File: src/tlic_defs.svh
// Constants for the two-level interrupt controller
`ifndef TLIC_DEFS_SVH
`define TLIC_DEFS_SVH
// ------------------------------------------------------------
// Register indices on the plain register port
// ------------------------------------------------------------
`define TLIC_A_RESET_CTL 4'h0
`define TLIC_A_INT_CTL 4'h1
`define TLIC_A_FLAG 4'h2
`define TLIC_A_ENABLE 4'h3
`define TLIC_A_PRIO 4'h4
`define TLIC_A_EDGE 4'h5
`define TLIC_A_STATUS 4'h6
// ------------------------------------------------------------
// Field positions and reset values
// ------------------------------------------------------------
`define TLIC_B_PRIO_FEAT 7
`define TLIC_B_GLOB_HI 7
`define TLIC_B_GLOB_LO 6
`define TLIC_RST_EDGE 8'hFF
`define TLIC_RST_PRIO 8'hFF
// ------------------------------------------------------------
// Vectors and timing
// ------------------------------------------------------------
`define TLIC_VEC_HIGH 16'h0008
`define TLIC_VEC_LOW 16'h0018
`define TLIC_CLK_NS 4
`define TLIC_INSTR_NS 16
`define TLIC_INSTR_CLKS (`TLIC_INSTR_NS / `TLIC_CLK_NS)
// Boundaries counted in wait; with pin sync and flag set the vector lands within four instruction cycles
`define TLIC_LAT_INSTR 3
`endif

File: src/tlic_pkg.sv
// Types shared by the two-level interrupt controller
package tlic_pkg;
  // Sequencer states, one-hot
  typedef enum logic [1:0] {
    ST_IDLE = 2'b01,
    ST_WAIT = 2'b10
  } tlic_state_t;
  // Vector request towards the core sequencer
  typedef struct packed {
    logic take;
    logic high;
    logic [15:0] addr;
  } tlic_vec_t;
endpackage : tlic_pkg

File: src/tlic_core.sv
// Two-level interrupt controller with register port and core vector request
//
// The register offsets and the plain strobed port were decided locally.
`timescale 1ns/1ps
`default_nettype none
`include "tlic_defs.svh"
module tlic_core #(
  parameter int N_SRC = 8,
  parameter int EXT_N = 4
) (
  input wire logic ref_clk_i, // Core clock, 250 MHz
  input wire logic nrst_i, // Async reset, active low
  input wire logic [3:0] reg_addr_i, // Register index
  input wire logic [7:0] reg_wdata_i, // Write data
  input wire logic reg_wr_i, // Write strobe
  input wire logic reg_rd_i, // Read strobe
  output logic [7:0] reg_rdata_o, // Read data, cycle after strobe
  input wire logic [EXT_N-1:0] ext_pin_i, // Asynchronous event pins
  input wire logic [N_SRC-EXT_N-1:0] periph_evt_i, // Peripheral event pulses
  input wire logic ret_i, // Core executed return_from_handler_op
  output tlic_pkg::tlic_vec_t vec_o // Push and vector load request
);

  // ------------------------------------------------------------
  // Declarations
  // ------------------------------------------------------------
  logic [EXT_N-1:0] pin_s1, pin_s2, pin_s3;
  logic [1:0] div, next_div;
  logic instr_en;
  logic [N_SRC-1:0] flag, next_flag, enable, next_enable, prio, next_prio, src_set, pend, per_mask;
  logic [EXT_N-1:0] edge_sel, next_edge_sel, ext_ev;
  logic prio_feat, next_prio_feat, glob_hi, next_glob_hi, glob_lo, next_glob_lo;
  logic in_high, next_in_high, in_low, next_in_low;
  tlic_pkg::tlic_state_t state, next_state;
  logic [2:0] lat_cnt, next_lat_cnt;
  logic hi_req, lo_req, take_now;
  logic [7:0] next_rdata;
  tlic_pkg::tlic_vec_t next_vec;

  // Zero-extends a source vector onto the 8-bit data bus
  function automatic logic [7:0] fit8(input logic [N_SRC-1:0] v);
    logic [7:0] r;
    r = '0;
    r[N_SRC-1:0] = v;
    return r;
  endfunction : fit8

  // ------------------------------------------------------------
  // Pin synchroniser and edge detect
  // ------------------------------------------------------------
  // Three stages; only stages two and three are compared
  always_ff @(posedge ref_clk_i or negedge nrst_i) begin
    if (!nrst_i) begin
      pin_s1 <= '0;
      pin_s2 <= '0;
      pin_s3 <= '0;
    end else begin
      pin_s1 <= ext_pin_i;
      pin_s2 <= pin_s1;
      pin_s3 <= pin_s2;
    end
  end

  // Event on a settled change towards the selected level
  assign ext_ev = (pin_s2 ^ pin_s3) & ~(pin_s2 ^ edge_sel);
  assign src_set = {periph_evt_i, ext_ev};
  assign per_mask = {{(N_SRC-EXT_N){1'b1}}, {EXT_N{1'b0}}};
  assign instr_en = (div == 2'(`TLIC_INSTR_CLKS - 1));

  // ------------------------------------------------------------
  // Request qualification
  // ------------------------------------------------------------
  // Pending sources, then gating by mode
  always_comb begin
    pend = flag & enable;
    if (prio_feat) begin
      hi_req = glob_hi & (|(pend & prio));
      lo_req = glob_lo & (|(pend & ~prio)) & ~in_high;
    end else begin
      // Priority bits ignored, peripherals behind bit 6
      hi_req = glob_hi & (|(pend & ~(per_mask & {N_SRC{~glob_lo}})));
      lo_req = 1'b0;
    end
  end

  assign take_now = (state == tlic_pkg::ST_WAIT) && instr_en &&
                    (lat_cnt == 3'(`TLIC_LAT_INSTR - 1)) && (hi_req || lo_req);

  // ------------------------------------------------------------
  // Registers, sequencer and vector request
  // ------------------------------------------------------------
  // Software writes first, then hardware take and return win
  always_comb begin
    next_div = instr_en ? 2'h0 : div + 2'h1;
    next_flag = flag;
    next_enable = enable;
    next_prio = prio;
    next_edge_sel = edge_sel;
    next_prio_feat = prio_feat;
    next_glob_hi = glob_hi;
    next_glob_lo = glob_lo;
    next_in_high = in_high;
    next_in_low = in_low;
    next_state = state;
    next_lat_cnt = lat_cnt;
    next_vec = '0;
    next_rdata = 8'h00;
    if (reg_wr_i) begin
      if (reg_addr_i == `TLIC_A_RESET_CTL) begin
        next_prio_feat = reg_wdata_i[`TLIC_B_PRIO_FEAT];
      end else if (reg_addr_i == `TLIC_A_INT_CTL) begin
        next_glob_hi = reg_wdata_i[`TLIC_B_GLOB_HI];
        next_glob_lo = reg_wdata_i[`TLIC_B_GLOB_LO];
      end else if (reg_addr_i == `TLIC_A_FLAG) begin
        next_flag = reg_wdata_i[N_SRC-1:0];
      end else if (reg_addr_i == `TLIC_A_ENABLE) begin
        next_enable = reg_wdata_i[N_SRC-1:0];
      end else if (reg_addr_i == `TLIC_A_PRIO) begin
        next_prio = reg_wdata_i[N_SRC-1:0];
      end else if (reg_addr_i == `TLIC_A_EDGE) begin
        next_edge_sel = reg_wdata_i[EXT_N-1:0];
      end
    end
    // Event set beats a software clear in the same cycle
    next_flag = next_flag | src_set;
    if (reg_rd_i) begin
      if (reg_addr_i == `TLIC_A_RESET_CTL) begin
        next_rdata = {prio_feat, 7'h00};
      end else if (reg_addr_i == `TLIC_A_INT_CTL) begin
        next_rdata = {glob_hi, glob_lo, 6'h00};
      end else if (reg_addr_i == `TLIC_A_FLAG) begin
        next_rdata = fit8(flag);
      end else if (reg_addr_i == `TLIC_A_ENABLE) begin
        next_rdata = fit8(enable);
      end else if (reg_addr_i == `TLIC_A_PRIO) begin
        next_rdata = fit8(prio);
      end else if (reg_addr_i == `TLIC_A_EDGE) begin
        next_rdata = {{(8-EXT_N){1'b0}}, edge_sel};
      end else if (reg_addr_i == `TLIC_A_STATUS) begin
        next_rdata = {4'h0, state == tlic_pkg::ST_WAIT, lo_req, in_low, in_high};
      end
    end
    // Return re-arms the level whose handler is ending
    if (ret_i) begin
      if (in_high) begin
        next_in_high = 1'b0;
        next_glob_hi = 1'b1;
      end else if (in_low) begin
        next_in_low = 1'b0;
        next_glob_lo = 1'b1;
      end else begin
        next_glob_hi = 1'b1;
      end
    end
    // Counting divider boundaries, one every TLIC_INSTR_CLKS clocks, takes the vector 9 to 12 clocks after entering wait
    case (state)
      tlic_pkg::ST_IDLE: begin
        next_lat_cnt = 3'h0;
        if (hi_req || lo_req) begin
          next_state = tlic_pkg::ST_WAIT;
        end
      end
      tlic_pkg::ST_WAIT: begin
        if (!(hi_req || lo_req)) begin
          next_state = tlic_pkg::ST_IDLE;
        end else if (take_now) begin
          next_state = tlic_pkg::ST_IDLE;
          next_vec.take = 1'b1;
          if (hi_req) begin
            next_vec.high = 1'b1;
            next_vec.addr = `TLIC_VEC_HIGH;
            next_glob_hi = 1'b0;
            next_in_high = 1'b1;
          end else begin
            next_vec.addr = `TLIC_VEC_LOW;
            next_glob_lo = 1'b0;
            next_in_low = 1'b1;
          end
        end else if (instr_en) begin
          next_lat_cnt = lat_cnt + 3'h1;
        end
      end
      default: begin
        next_state = tlic_pkg::ST_IDLE;
      end
    endcase
  end

  // State registers
  always_ff @(posedge ref_clk_i or negedge nrst_i) begin
    if (!nrst_i) begin
      div <= 2'h0;
      flag <= '0;
      enable <= '0;
      prio <= N_SRC'(`TLIC_RST_PRIO);
      edge_sel <= EXT_N'(`TLIC_RST_EDGE);
      prio_feat <= 1'b0;
      glob_hi <= 1'b0;
      glob_lo <= 1'b0;
      in_high <= 1'b0;
      in_low <= 1'b0;
      state <= tlic_pkg::ST_IDLE;
      lat_cnt <= 3'h0;
      vec_o <= '0;
      reg_rdata_o <= 8'h00;
    end else begin
      div <= next_div;
      flag <= next_flag;
      enable <= next_enable;
      prio <= next_prio;
      edge_sel <= next_edge_sel;
      prio_feat <= next_prio_feat;
      glob_hi <= next_glob_hi;
      glob_lo <= next_glob_lo;
      in_high <= next_in_high;
      in_low <= next_in_low;
      state <= next_state;
      lat_cnt <= next_lat_cnt;
      vec_o <= next_vec;
      reg_rdata_o <= next_rdata;
    end
  end
endmodule : tlic_core
`default_nettype wire

File: config.mk
export PLATFORM = sky130hd
export DESIGN_NAME = tlic_core
export DESIGN_NICKNAME = d
export VERILOG_FILES = /design/src/tlic_pkg.sv /design/src/tlic_core.sv
export VERILOG_INCLUDE_DIRS = /design/src
export SDC_FILE = /design/constraint.sdc
export NUM_CORES = 1
export LEC_CHECK = 0
export BUFFER_PORTS_ARGS = -buffer_cell sky130_fd_sc_hd__clkbuf_2
export CORE_MARGIN = 1.5
export CORE_UTILIZATION = 40
export DETAILED_ROUTE_END_ITERATION = 10
export HOLD_SLACK_MARGIN = 0.08
export PLACE_DENSITY = 0.59
export SYNTH_ARGS = -nofsm -noshare
export SYNTH_HDL_FRONTEND = slang
export SYNTH_SLANG_ARGS = --single-unit
File: constraint.sdc
create_clock -name ref_clk_i -period 2.6 [get_ports ref_clk_i]
set_input_delay 0 -clock ref_clk_i [delete_from_list [all_inputs] [get_ports ref_clk_i]]
set_output_delay 0 -clock ref_clk_i [all_outputs]
set_load 0.01 [all_outputs]
[Yosys cells after proc, flatten, opt, wreduce, memory -nomap -nowiden]
Index checks and enable logic that the tools add are counted.
W data, S select, Z words.
Word-level totals
  flip-flop bits (word level): 78
  output and inout port bits: 26
Operators by class
  $add $sub $neg: 2
  equality and inequality tests: 15
  muxes and demuxes: 59
  bitwise operators: 22
  reductions and logical operators: 15
Operators with widths (count)
  $mux W8: 10
  $mux W18: 3
  $mux W1: 34
  $and A8 B8 Y8: 4
  $reduce_or A8 Y1: 3
  $not A8 Y8: 2
  $eq A4 B3 Y1 const B: 3
  $mux W3: 3
  $eq A4 B2 Y1 const B: 2
  $mux W2: 4
  $mux W4: 2
  $or A8 B8 Y8: 1
  $xor A4 B4 Y4: 2
  $not A1 Y1: 7
  $reduce_and A7 Y1: 1
  $ne A2 B2 Y1 const B: 3
  $pmux W3 S2: 1
  $reduce_and A6 Y1: 1
  $mux W5: 1
  $reduce_and A5 Y1: 1
  $and A1 B1 Y1: 4
  $and A4 B4 Y4: 1
  $eq A2 B2 Y1 const B: 2
  $eq A4 B1 Y1 const B: 1
  14 further kinds: 17

[Longest topological paths before layout]
Gate-level depths: netlist of the first run.
  word-level depth: 14
  depth in mapped cells: 7

[Worst setup path after synthesis of the first run]
No wires, ideal clock.
  path kind: register to register
  from: reg prio[2]
  to: reg lat_cnt[1]
  setup time: 0.079 ns
  arrival: 1.500 ns
  data required time: 2.521 ns
  slack: 1.020 ns
  cell stages (with the launch flop): 6
  path buffers: 0
  clock period less this slack: 1.580 ns
  cells stage by stage: dfstp_2 > nand3b_1 > o2111ai_1 > o2111ai_2 > a2bb2oi_1 > mux2i_1
On the way
  cells in the longest elaborated chain, start to end: 10
Ends and longest elaborated chain
  start, declared: line tlic_core.sv:30  | logic [N_SRC-1:0] flag, next_flag, enable, next_enable, prio, next_prio, src_set, pend, per_mask;
  start signal, assigned: line tlic_core.sv:195  | prio <= N_SRC'(`TLIC_RST_PRIO);
  start signal, assigned: line tlic_core.sv:210  | prio <= next_prio;
  $not A8 Y8: line tlic_core.sv:78  | lo_req = glob_lo & (|(pend & ~prio)) & ~in_high;
  $and A8 B8 Y8: line tlic_core.sv:78
  $reduce_or A8 Y1: line tlic_core.sv:78
  $and A1 B1 Y1 (2 in series): line tlic_core.sv:78
  $mux W1: line tlic_core.sv:76  | if (prio_feat) begin
  $logic_or A1 B1 Y1 (*): line tlic_core.sv:87, tlic_core.sv:164
  $logic_and A1 B1 Y1: line tlic_core.sv:86  | assign take_now = (state == tlic_pkg::ST_WAIT) && instr_en &&
  $ne A2 B2 Y1 (no source line)
  $reduce_and A4 Y1 (no source line) (*)
  end signal, assigned: line tlic_core.sv:218  | lat_cnt <= next_lat_cnt;
  end, declared: line tlic_core.sv:35  | logic [2:0] lat_cnt, next_lat_cnt;
Every way passes the cells marked *; elsewhere a longest branch is shown, timed or not.
A chain may end at the register's enable or synchronous reset.

[Worst setup path in the final report of the first run]
  from: in reg_addr_i[3]
  to: reg flag[4]
On the way
  cells in the longest elaborated chain, start to end: 6
Ends and longest elaborated chain
  start, declared: line tlic_core.sv:13  | input wire logic [3:0] reg_addr_i,
  $eq A4 B2 Y1 (no source line)
  $mux W8: line tlic_core.sv:114  | end else if (reg_addr_i == `TLIC_A_FLAG) begin
  $mux W8: line tlic_core.sv:111  | end else if (reg_addr_i == `TLIC_A_INT_CTL) begin
  $mux W8 (*): line tlic_core.sv:109  | if (reg_addr_i == `TLIC_A_RESET_CTL) begin
  $mux W8 (*): line tlic_core.sv:108  | if (reg_wr_i) begin
  $or A8 B8 Y8 (*): line tlic_core.sv:125  | next_flag = next_flag | src_set;
  named net next_flag[4]: line tlic_core.sv:30
  end signal, assigned: line tlic_core.sv:208  | flag <= next_flag;
  end, declared: line tlic_core.sv:30
The timed path passes the listed nets; every way through them passes the cells marked *.

==> results.py, run 1 <==
metrics = {
    "synth": {
        "synthesis.instances": 275,
        "synth-main-ff-cell": "sky130_fd_sc_hd__dfrtp_1",
        "yosys.area.top_type": "sky130_fd_sc_hd__dfrtp_1",
        "synth_top_cell_area_share_pct": 39.86,
        "flops_latches_synth": 63,
        "synthesis.area_sq_um": 3139,
        "avgSynthCellArea_sq_um": 11.42,
        "synth.yosys.seq_area_share_pct": 50.74,
        "post_synth_num_cell_types": 53,
        "async_flop_share_pct": 100.0,
        "synth_warnings": 0,
        "synth.top_cells.by_area": "sky130_fd_sc_hd__dfrtp_1 40%, sky130_fd_sc_hd__dfstp_2 11%, sky130_fd_sc_hd__mux2_2 7.2%",
        "synth_enable_flop_cells": 0,
    },
    "global_route": {
        "wire_length_of_the_first_global_routing_pass_um": 11500,
        "grt_start_max_net_pins": 38,
        "global_route.usage.met1_pct": 24.56,
        "antenna_found_initial": 0,
        "grt.overflow.total": 0,
        "use_met3_pct": 5.779,
        "globalRoute.busiestLayer": "met2",
        "met2_usage_pct": 27.36,
        "first_global_vias": 2234,
        "groute.usage.overall_pct": 18.17,
    },
    "route": {
        "drc": 0,
        "first_iteration_detailed_routing_drc_count": 174,
        "drtAntennaViolNets": 0,
        "detailroute.via_count": 2364,
        "avgViaCountPerCell": 5.289,
        "postRouteWirelength_um": 7017,
        "drt_pre_antenna_iters": 5,
        "detail_route.wl_per_cell_um": 15.70,
    },
    "timing": {
        "clock-skew-final_ns": 0.01213,
        "min_period_over_period_pct": 83.04,
        "setup_viol": 0,
        "worstMarginPinSlew_ns": 0.7187,
        "fin_tns_setup_ns": 0,
        "finalMaxSlewViolations": 0,
        "fmax_mhz": 463.2,
        "hold_viol_final": 0,
        "fin_hold_ws_ns": 0.1780,
        "period_needed_ns": 2.159,
        "timing.max_slew.rel_slack_pct": 52.09,
        "grt_setup_unrepaired": "no",
    },
    "worst_setup_path": {
        "cp_cell_sequence": "dlygate4sd3_1 > clkbuf_2 > nor3_4 > nand2_2 > a211o_1 > dlygate4sd3_1",
        "r2r_slack_ns": 0.79,
        "rr_startpoint": "prio[7]$_DFFE_PN1P_",
        "r2r-end": "lat_cnt[1]$_DFFE_PN0P_",
        "critPathMostFrequentCell": "sky130_fd_sc_hd__dlygate4sd3_1",
        "worst_r2r_path_depth": 5,
        "timing.critical_path.max_delay_family": "buffers and inverters",
        "worstPathArrival_ns": 2.39,
        "path_class": "in -> reg",
        "cp_num_buf_inv": 3,
        "setup.worst_path.start_class": "input port",
        "cp.required_ns": 2.83,
        "crit_path_end_kind": "flip-flop",
        "crit_path_max_incr_delay_ns": 0.56,
        "highest_fanout_seen_on_the_critical_path": 13,
        "cp_max_delay_cell": "sky130_fd_sc_hd__dlygate4sd3_1",
    },
    "run_status": {
        "run_status": "complete, no violations",
    },
    "pwr": {
        "power_per_cell_area_nw_per_um2": 692.8,
        "vdd.ir_drop.worst_v": 0.0004340,
        "power_mw": 2.631,
        "p_leak_nw": 1.687,
    },
    "die": {
        "fp.dieArea_sq_um": 8389,
        "design.portCount": 51,
        "rows": 32,
        "coreArea_sq_um": 7647,
        "start_util_pct": 41.05,
        "floorplan.die.width_um": 91.59,
        "die_height_um": 91.59,
    },
    "clock_network": {
        "post_cts_resize_count": 0,
        "cts.repair_timing.setup_buffer_count": 0,
        "cts.sinks": 63,
        "clock_insertion_delay_worst_skew_ns": 0.35,
        "tritoncts_clock_tree": "built",
        "cts_buffers": 9,
        "cts.root.buffer_cell": "sky130_fd_sc_hd__clkbuf_8",
        "worst_setup_hold_path_clk_slew_ns": 0.07,
        "htree_levels": 3,
        "clk_path_buf_depth": 2,
        "postCtsHoldBufs": 24,
    },
    "placed_design": {
        "final_wtd_congestion": 0.9137,
        "post-place-cells": 407,
        "place.detailed.hpwl_um": 4963,
        "io_buffers": 36,
    },
    "cells_and_area": {
        "syn2layout_area_growth_pct": 20.96,
        "finish.net_count": 368,
        "count_of_fill_cells_added_during_filler_insertion": 675,
        "antenna-diode-count": 0,
        "drive_gt1_share_pct": 28.12,
        "instances_no_fill": 447,
    },
    "flow_run": {
        "cap_viol_max_count": 0,
    },
    "hold_path": {
        "hold_path.startpoint": "reg_addr_i[2]",
        "hold-path-endpoint": "reg_rdata_o[1]$_DFF_PN0_",
        "hold_class": "in -> reg",
        "worst_hold_path.num_cells": 3,
    },
}
==> cells in the final DEF, fill, tap and decap left out, types with 3 or more instances in the layout <==
| cell type | count |
|---|---|
| sky130_fd_sc_hd__nand2_1 | 25 |
| sky130_fd_sc_hd__and3_1 | 4 |
| sky130_fd_sc_hd__o22ai_1 | 5 |
| sky130_fd_sc_hd__nand2b_1 | 4 |
| sky130_fd_sc_hd__clkbuf_8 | 9 |
| sky130_fd_sc_hd__ha_1 | 3 |
| sky130_fd_sc_hd__nand3_1 | 14 |
| sky130_fd_sc_hd__nand4_1 | 3 |
| sky130_fd_sc_hd__a2bb2oi_1 | 3 |
| sky130_fd_sc_hd__clkbuf_2 | 36 |
| sky130_fd_sc_hd__mux2_2 | 20 |
| sky130_fd_sc_hd__o21ai_0 | 4 |
| sky130_fd_sc_hd__nor3_1 | 3 |
| sky130_fd_sc_hd__mux2i_1 | 13 |
| sky130_fd_sc_hd__dlygate4sd3_1 | 24 |
| sky130_fd_sc_hd__nand3b_1 | 8 |
| sky130_fd_sc_hd__conb_1 | 14 |
| sky130_fd_sc_hd__a211o_1 | 5 |
| sky130_fd_sc_hd__o211ai_1 | 5 |
| sky130_fd_sc_hd__nor2_1 | 14 |
| sky130_fd_sc_hd__dfstp_2 | 13 |
| sky130_fd_sc_hd__a21o_1 | 3 |
| sky130_fd_sc_hd__dfrtp_1 | 50 |
| sky130_fd_sc_hd__clkinv_4 | 3 |
| sky130_fd_sc_hd__a32oi_1 | 3 |
| sky130_fd_sc_hd__a21oi_1 | 10 |
| sky130_fd_sc_hd__inv_1 | 6 |
==> per-layer routing <==
layer	vias to the layer above	part of all wire [%]
met2	79	46
met5	-	0
met3	10	6.5
met4	0	1.1
li1	1116	-
met1	1159	46
==> kinds of logic after synthesis <==
| logic type | share of synthesized area (%) |
|---|---|
| compound gates | 14.15 |
| fa+ha+maj | 1.196 |
| buf+inv | 5.739 |
| flops | 50.74 |
| mux | 11.32 |
| other cells | 0.1195 |
| simple gates | 16.74 |
==> power breakdown <==
| part | switching, mW | total (mW) | internal, mW | leakage [nW] |
|---|---|---|---|---|
| Clock | 0.398 | 0.845 | 0.447 | 0.0927 |
| Sequential | 0.130 | 1.27 | 1.14 | 0.736 |
| Combinational | 0.269 | 0.514 | 0.245 | 0.858 |
==> cell type report <==
| type | count | area (sq um) | area share [%] |
|---|---|---|---|
| clock inverter | 6 | 71.32 | 1.878 |
| timing repair buffer | 61 | 440.4 | 11.60 |
| multi-input combinational | 199 | 1415 | 37.27 |
| clock buffer | 10 | 127.6 | 3.361 |
| tap | 102 | 127.6 | 3.361 |
| inverter | 6 | 22.52 | 0.5931 |
| sequential | 63 | 1593 | 41.94 |
==> per-stage QoR <==
stage	cell area [sq um]	util [%]	setup slack (ns)
after global routing	3797	49.66	0.3298
final	3797	49.66	0.4410
after global placement	3358	43.91	0.8910
after floorplan	3188	-	1.020
after CTS	3797	49.66	0.5016
after detailed placement	3358	43.91	0.8553
==> state kept, by name, summed over array words and instances (netlist names), 2 cells and up <==
register     flops
lat_cnt          3
prio             8
vec_o            3
div              2
flag             8
edge_sel         4
pin_s2           4
enable           8
state            2
reg_rdata_o      8
pin_s3           4
pin_s1           4
==> worst reg2reg max path, delay by kind of cell, from the launching register on <==
kind | cells | cell delay [ns]
AO/OA/AOI/OAI | 3 | 0.85
flip-flops | 1 | 0.56
AND/OR/NAND/NOR | 1 | 0.12
multiplexers | 1 | 0.21
==> synthesized netlist by cell type (3+ instances only) <==
cell and number:
sky130_fd_sc_hd__dfstp_2 13, sky130_fd_sc_hd__dfrtp_1 50, sky130_fd_sc_hd__o21ai_0 4, sky130_fd_sc_hd__a32oi_1 3, sky130_fd_sc_hd__ha_1 3, sky130_fd_sc_hd__and3_1 4, sky130_fd_sc_hd__o211ai_1 5, sky130_fd_sc_hd__nand3_1 14
sky130_fd_sc_hd__nor3_1 3, sky130_fd_sc_hd__nand3b_1 8, sky130_fd_sc_hd__a211o_1 5, sky130_fd_sc_hd__mux2i_1 13, sky130_fd_sc_hd__nand4_1 3, sky130_fd_sc_hd__nand2b_1 4, sky130_fd_sc_hd__o22ai_1 5, sky130_fd_sc_hd__nand2_1 25
sky130_fd_sc_hd__a2bb2oi_1 3, sky130_fd_sc_hd__nor2_1 14, sky130_fd_sc_hd__mux2_2 20, sky130_fd_sc_hd__buf_4 18, sky130_fd_sc_hd__inv_1 6, sky130_fd_sc_hd__a21o_1 3, sky130_fd_sc_hd__a21oi_1 10
==> worst max path at each step <==
stage,slack [ns],endpoint,depth (start not counted),from
after floorplan,1.02,lat_cnt[1]$_DFFE_PN0P_,5,prio[2]$_DFFE_PN1P_
after global placement,0.89,lat_cnt[1]$_DFFE_PN0P_,5,prio[2]$_DFFE_PN1P_
after global routing,0.33,flag[4]$_DFF_PN0_,6,reg_addr_i[3]
after CTS,0.50,flag[4]$_DFF_PN0_,6,reg_addr_i[3]
after detailed placement,0.86,lat_cnt[1]$_DFFE_PN0P_,5,prio[5]$_DFFE_PN1P_
final,0.44,flag[4]$_DFF_PN0_,6,reg_addr_i[3]
No activity file was read; power rests on OpenSTA's default activity.
==> run 2, diff against run 1 <==
--- a/config.mk
+++ b/config.mk
@@ -6,12 +6,13 @@
 export SDC_FILE = /design/constraint.sdc
 export NUM_CORES = 1
 export LEC_CHECK = 0
+export ABC_AREA = 1
 export BUFFER_PORTS_ARGS = -buffer_cell sky130_fd_sc_hd__clkbuf_2
 export CORE_MARGIN = 1.5
 export CORE_UTILIZATION = 40
 export DETAILED_ROUTE_END_ITERATION = 10
 export HOLD_SLACK_MARGIN = 0.08
-export PLACE_DENSITY = 0.59
+export PLACE_DENSITY = 0.61
 export SYNTH_ARGS = -nofsm -noshare
 export SYNTH_HDL_FRONTEND = slang
 export SYNTH_SLANG_ARGS = --single-unit
==> constraint.sdc (replaced) <==
create_clock -name ref_clk_i -period 1.95 [get_ports ref_clk_i]
set_input_delay 0 -clock ref_clk_i [delete_from_list [all_inputs] [get_ports ref_clk_i]]
set_output_delay 0 -clock ref_clk_i [all_outputs]
set_load 0.01 [all_outputs]
==> results.py, run 2 <==
metrics = {
    "run_status": {
        "run_status": "complete, no violations",
    },
    "clock_network": {
        "tritoncts_clock_tree": "built",
        "worst_setup_hold_path_clk_slew_ns": 0.07,
        "cts_buffers": 9,
        "clk_path_buf_depth": 2,
        "cts.sinks": 63,
        "postCtsHoldBufs": 23,
        "cts.repair_timing.setup_buffer_count": 0,
        "clock_insertion_delay_worst_skew_ns": 0.34,
        "htree_levels": 3,
        "cts.root.buffer_cell": "sky130_fd_sc_hd__clkbuf_8",
        "post_cts_resize_count": 0,
    },
    "timing": {
        "clock-skew-final_ns": 0.005777,
        "period_needed_ns": 1.552,
        "hold_viol_final": 0,
        "fmax_mhz": 644.2,
        "setup_viol": 0,
        "finalMaxSlewViolations": 0,
        "min_period_over_period_pct": 79.61,
        "fin_tns_setup_ns": 0,
        "grt_setup_unrepaired": "no",
    },
    "die": {
        "floorplan.die.width_um": 91.31,
        "coreArea_sq_um": 7647,
        "start_util_pct": 40.79,
        "design.portCount": 51,
        "die_height_um": 91.31,
        "rows": 32,
        "fp.dieArea_sq_um": 8337,
    },
    "worst_setup_path": {
        "crit_path_max_incr_delay_ns": 0.53,
        "cp_cell_sequence": "inv_1 > nand3_1 > o21ai_1 > nor2_1 > nand2_1 > nand2_2 > nand3_1 > nand2_2 > inv_2 > nand3_1 > nand2_1",
        "highest_fanout_seen_on_the_critical_path": 4,
        "cp_max_delay_cell": "sky130_fd_sc_hd__dfstp_2",
        "crit_path_end_kind": "flip-flop",
        "worstPathArrival_ns": 1.78,
        "critPathMostFrequentCell": "sky130_fd_sc_hd__nand3_1",
        "cp.required_ns": 2.18,
        "path_class": "reg -> reg",
        "setup.worst_path.start_class": "flip-flop",
    },
    "synth": {
        "synth-main-ff-cell": "sky130_fd_sc_hd__dfrtp_1",
        "synth_warnings": 0,
        "flops_latches_synth": 63,
        "synth_top_cell_area_share_pct": 40.11,
        "yosysMostFrequentCell": "sky130_fd_sc_hd__nand2_1",
        "post_synth_num_cell_types": 37,
        "synthTopCellsByCount": "83 x sky130_fd_sc_hd__nand2_1, 50 x sky130_fd_sc_hd__dfrtp_1, 40 x sky130_fd_sc_hd__inv_1",
        "synth_enable_flop_cells": 0,
        "synthesis.area_sq_um": 3119,
        "yosys.area.top_type": "sky130_fd_sc_hd__dfrtp_1",
        "async_flop_share_pct": 100.0,
        "avgSynthCellArea_sq_um": 8.787,
        "synth.yosys.seq_area_share_pct": 51.06,
        "synthesis.instances": 355,
        "synth.top_cells.by_area": "sky130_fd_sc_hd__dfrtp_1 40%, sky130_fd_sc_hd__dfstp_2 11%, sky130_fd_sc_hd__nand2_1 10%",
    },
    "route": {
        "drt_pre_antenna_iters": 4,
        "detail_route.wl_per_cell_um": 12.62,
        "postRouteWirelength_um": 6678,
        "drc": 0,
        "drtAntennaViolNets": 0,
        "avgViaCountPerCell": 4.754,
        "detailroute.via_count": 2515,
        "first_iteration_detailed_routing_drc_count": 125,
    },
    "cells_and_area": {
        "count_of_fill_cells_added_during_filler_insertion": 768,
        "drive_gt1_share_pct": 25.29,
        "finish.net_count": 450,
        "antenna-diode-count": 0,
        "layout.area.seq_sq_um": 1593,
        "final_common_cell": "sky130_fd_sc_hd__nand2_1",
        "syn2layout_area_growth_pct": 20.62,
        "multiInputGateArea_sq_um": 1252,
        "layout_common_cells": "83 x sky130_fd_sc_hd__nand2_1, 50 x sky130_fd_sc_hd__dfrtp_1, 40 x sky130_fd_sc_hd__inv_1",
        "final_core_utilization_pct": 49.20,
    },
    "placed_design": {
        "io_buffers": 36,
        "final_wtd_congestion": 0.9150,
        "place.detailed.hpwl_um": 4927,
    },
    "pwr": {
        "p_leak_nw": 1.887,
        "power_frac_seq_pct": 48.3,
        "power_per_cell_area_nw_per_um2": 901.7,
        "p_int_mw": 2.302,
        "p_clk_share_pct": 30.3,
        "p_switching_mw": 1.091,
        "power.share.combinational_pct": 21.4,
        "vdd.ir_drop.worst_v": 0.0004848,
        "power_switching_share_pct": 32.16,
    },
    "hold_path": {
        "hold_class": "in -> async",
    },
    "global_route": {
        "groute.usage.overall_pct": 17.37,
        "grt_start_max_net_pins": 26,
        "first_global_vias": 2353,
        "wire_length_of_the_first_global_routing_pass_um": 11150,
        "grt.overflow.total": 0,
        "antenna_found_initial": 0,
    },
    "flow_run": {
        "cap_viol_max_count": 0,
    },
}
[run 2: logic make-up after synthesis]
group	Yosys count	synth area share [%]
buffers and inverters	66	10.35
flip-flops	63	51.06
AO/OA/AOI/OAI	68	14.00
AND/OR/NAND/NOR	151	22.42
XOR/XNOR	3	0.8425
adder cells (fa/ha/maj)	3	1.203
other	1	0.1202
[run 2: path summary, 6_finish.rpt]
check | startpoint | end | slack (ns) | cells after the start
max | prio[0]$_DFFE_PN1P_ | lat_cnt[1]$_DFFE_PN0P_ | 0.40 | 11
min | nrst_i | reg_rdata_o[6]$_DFF_PN0_ | 0.11 | 2
max reg2reg | prio[0]$_DFFE_PN1P_ | lat_cnt[1]$_DFFE_PN0P_ | 0.40 | 11
min reg2reg | pin_s1[3]$_DFF_PN0_ | pin_s2[3]$_DFF_PN0_ | 0.35 | 0
max in group asynchronous | nrst_i | prio[1]$_DFFE_PN1P_ | 1.13 | 3
min in group ref_clk_i | reg_wr_i | prio[6]$_DFFE_PN1P_ | 0.15 | 3
[run 2: stage by stage]
step                      worst slack [ns]  total power, mW  hold slack, ns  cells  instance area [sq um]
final                               0.3976            3.393          0.1121    529                   3762
after global routing                0.2745            3.585          0.1422    529                   3762
after global placement              0.4614            2.330        -0.06262    490                   3348
after detailed placement            0.4235            2.354        -0.05654    490                   3348
after CTS                           0.4083            3.421          0.1111    529                   3762
after floorplan                     0.5717            2.162         -0.2956    368                   3168
[run 2: power groups by stage]
stage	registers [mW]	clock network, mW	logic, mW
after floorplan	1.62	0	0.538
after global placement	1.65	0	0.678
after detailed placement	1.66	0	0.697
after CTS	1.64	1.06	0.730
after global routing	1.66	1.11	0.822
final	1.64	1.03	0.725
[run 2: per-layer routing]
| layer | wire (um) | share of wire [%] | track usage, % | vias to the layer above |
|---|---|---|---|---|
| li1 | - | - | - | 1256 |
| met1 | 3166 | 47 | 23.10 | 1173 |
| met2 | 3109 | 47 | 27.30 | 75 |
| met3 | 270 | 4.0 | 3.183 | 11 |
| met4 | 131 | 2.0 | 8.333 | 0 |
| met5 | 0 | 0 | 0 | - |
[run 2: cell type report]
type	count	share of cell area, %
Clock buffer	11	4.024
Clock inverter	5	0.8646
Inverter	48	4.789
Multi-Input combinational cell	239	33.29
Sequential cell	63	42.33
Tap cell	102	3.392
Timing Repair Buffer	61	11.31
[run 2: worst max-delay path: cells and delay by family (launching register included)]
family,cells,cell delay [ns]
DFF,1,0.53
and+or+nand+nor,8,0.72
AOI/OAI and AO/OA,1,0.09
buffers and inverters,2,0.11
==> run 3, diff against run 2 <==
==> constraint.sdc (replaced) <==
create_clock -name ref_clk_i -period 1.4 [get_ports ref_clk_i]
set_input_delay 0 -clock ref_clk_i [delete_from_list [all_inputs] [get_ports ref_clk_i]]
set_output_delay 0 -clock ref_clk_i [all_outputs]
set_load 0.01 [all_outputs]
==> results.py, run 3 (same netlist as run 2, synthesis figures left out) <==
metrics = {
    "worst_setup_path": {
        "timing.critical_path.to": "lat_cnt[2]$_DFFE_PN0P_",
        "timing.critical_path.max_delay_family": "simple AND/OR/NAND/NOR gates",
        "worst_r2r_path_depth": 10,
        "r2r-end": "lat_cnt[2]$_DFFE_PN0P_",
        "critPathMostFrequentCell": "sky130_fd_sc_hd__nand2_4",
        "r2r_slack_ns": -0.14,
        "path_class": "reg -> reg",
        "setup.worst_path.start_class": "flip-flop",
        "cp.required_ns": 1.63,
        "worstPathArrival_ns": 1.77,
        "startpoint": "prio[2]$_DFFE_PN1P_",
        "rr_startpoint": "prio[2]$_DFFE_PN1P_",
        "critical_path_cell_count": 10,
        "cp_num_buf_inv": 0,
        "cp_cell_sequence": "nand3b_1 > o21ai_2 > nor2_1 > nand2_1 > nand2_2 > nand2_4 > nand2_4 > nand2_4 > o21bai_1 > nand2_1",
        "cp_max_delay_cell": "sky130_fd_sc_hd__dfstp_2",
        "highest_fanout_seen_on_the_critical_path": 3,
        "crit_path_max_incr_delay_ns": 0.53,
        "crit_path_end_kind": "flip-flop",
    },
    "route": {
        "first_iteration_detailed_routing_drc_count": 143,
        "detail_route.wl_per_cell_um": 12.76,
        "detailroute.via_count": 2615,
        "postRouteWirelength_um": 7080,
        "drc": 0,
        "route.layer.met1.wl_um": 3245,
        "avgViaCountPerCell": 4.712,
        "drtAntennaViolNets": 0,
        "route.top_layer_used": "met4",
        "drt_pre_antenna_iters": 5,
        "routed-wl-met2_um": 3374,
        "detail_route_met3_wl_um": 309,
    },
    "pwr": {
        "vdd.ir_drop.worst_v": 0.0007006,
        "power_per_cell_area_nw_per_um2": 1236,
        "p_leak_nw": 2.037,
    },
    "clock_network": {
        "cts.sinks": 63,
        "cts_buffers": 9,
        "clock_insertion_delay_worst_skew_ns": 0.35,
        "cts.root.buffer_cell": "sky130_fd_sc_hd__clkbuf_8",
        "tritoncts_clock_tree": "built",
        "clk_path_buf_depth": 2,
        "worst_setup_hold_path_clk_slew_ns": 0.08,
        "htree_levels": 3,
    },
    "timing": {
        "clock-skew-final_ns": 0.01286,
        "fmax_mhz": 649.3,
        "min_period_over_period_pct": 110.0,
        "grt_setup_unrepaired": "yes",
        "period_needed_ns": 1.540,
        "finalMaxSlewViolations": 0,
        "setup_viol": 12,
        "fin_hold_ws_ns": 0.1317,
        "setup_ws_ns": -0.1401,
        "hold_viol_final": 0,
    },
    "cells_and_area": {
        "antenna-diode-count": 0,
        "layout_common_cells": "82 x sky130_fd_sc_hd__nand2_1, 50 x sky130_fd_sc_hd__dfrtp_1, 37 x sky130_fd_sc_hd__inv_1",
        "count_of_fill_cells_added_during_filler_insertion": 722,
        "drive_gt1_share_pct": 33.11,
        "layout.area.seq_sq_um": 1593,
        "finish.net_count": 476,
        "instances_no_fill": 555,
        "final_common_cell": "sky130_fd_sc_hd__nand2_1",
        "syn2layout_area_growth_pct": 29.04,
        "multiInputGateArea_sq_um": 1310,
    },
    "global_route": {
        "grt.overflow.total": 0,
        "groute.usage.overall_pct": 18.46,
        "grt_start_max_net_pins": 64,
        "antenna_found_initial": 0,
        "wire_length_of_the_first_global_routing_pass_um": 11790,
        "first_global_vias": 2497,
    },
    "hold_path": {
        "hold_class": "in -> reg",
    },
    "placed_design": {
        "final_wtd_congestion": 0.9074,
        "post-place-cells": 510,
        "io_buffers": 36,
        "place.detailed.hpwl_um": 4971,
    },
    "die": {
        "floorplan.die.width_um": 91.31,
        "start_util_pct": 40.79,
        "design.portCount": 51,
        "fp.dieArea_sq_um": 8337,
        "coreArea_sq_um": 7647,
        "die_height_um": 91.31,
        "rows": 32,
    },
    "run_status": {
        "violations": "setup timing",
        "run_status": "finished with violations",
    },
    "flow_run": {
        "cap_viol_max_count": 0,
    },
}
-- run 3: changes by cell type in the layout (fill, tap and decap cells not counted), moves of 3 or more --
cell                      before  now
sky130_fd_sc_hd__nand3_2       2    7
sky130_fd_sc_hd__nand3_1      18   13
sky130_fd_sc_hd__inv_2         8   11
sky130_fd_sc_hd__inv_1        40   37
sky130_fd_sc_hd__inv_6         0    3
sky130_fd_sc_hd__buf_4         2   27
sky130_fd_sc_hd__nor2_1       26   23
-- run 3: repair_timing --
action | 4_1_cts | 5_1_grt
pin swaps | 10 | 7
hold endpoints to repair | 107 | 0
endpoints found under the setup margin | 9 | 14
hold buffers | 21 | 0
gates resized for setup | 8 | 11
buffers inserted | 7 | 3
-- run 3: worst min-delay path by stage --
stage          startpoint                       end  slack [ns]  cells after the start
2_1_floorplan      nrst_i          div[0]$_DFF_PN0_       -0.30                      0
3_3_place_gp       nrst_i  reg_rdata_o[6]$_DFF_PN0_        0.04                      2
3_5_place_dp       nrst_i  reg_rdata_o[5]$_DFF_PN0_        0.04                      2
4_1_cts          reg_wr_i   edge_sel[1]$_DFFE_PN1P_        0.11                      3
5_1_grt          reg_wr_i   edge_sel[3]$_DFFE_PN1P_        0.13                      3
6_report         reg_wr_i   edge_sel[1]$_DFFE_PN1P_        0.13                      3
-- run 3: metrics by stage --
| stage | setup TNS (ns) | setup slack (ns) | utilization [%] | power [mW] | instance area [sq um] |
|---|---|---|---|---|---|
| floorplan | 0 | 0.02165 | - | 3.011 | 3168 |
| finish | -1.093 | -0.1401 | 52.63 | 4.976 | 4025 |
| global route | -2.343 | -0.2796 | 52.63 | 5.288 | 4025 |
| global placement | -0.2613 | -0.06852 | 45.91 | 3.370 | 3511 |
| detailed placement | -0.4626 | -0.1100 | 45.91 | 3.396 | 3511 |
| CTS | -0.5094 | -0.1064 | 52.06 | 4.965 | 3981 |
-- run 3: final cells by class --
cell class	instances	area share (%)
clock buffer	9	3.077
clock inverter	7	1.368
multi-input combinational	239	32.55
tap	102	3.171
timing repair buffer	87	15.79
sequential	63	39.57
inverter	48	4.476
-- run 3: routing by layer --
layer  up-vias  global-route usage (%)
met4         0                   7.943
met2        67                   29.48
met3        16                   4.104
met1      1231                   24.03
met5         -                       0
li1       1301                       -
-- run 3: worst reg2reg max path, stage by stage, from the launching register on --
cell and delay [ns]:
sky130_fd_sc_hd__dfstp_2 0.53, sky130_fd_sc_hd__nand3b_1 0.13, sky130_fd_sc_hd__o21ai_2 0.07, sky130_fd_sc_hd__nor2_1 0.08, sky130_fd_sc_hd__nand2_1 0.10, sky130_fd_sc_hd__nand2_2 0.11
sky130_fd_sc_hd__nand2_4 0.07, sky130_fd_sc_hd__nand2_4 0.08, sky130_fd_sc_hd__nand2_4 0.06, sky130_fd_sc_hd__o21bai_1 0.14, sky130_fd_sc_hd__nand2_1 0.06
-- run 3: where the power goes --
group / switching (mW) / internal, mW
clock: 0.761 / 0.658
sequential: 0.172 / 2.10
combinational: 0.729 / 0.560
total: 1.66 / 3.31
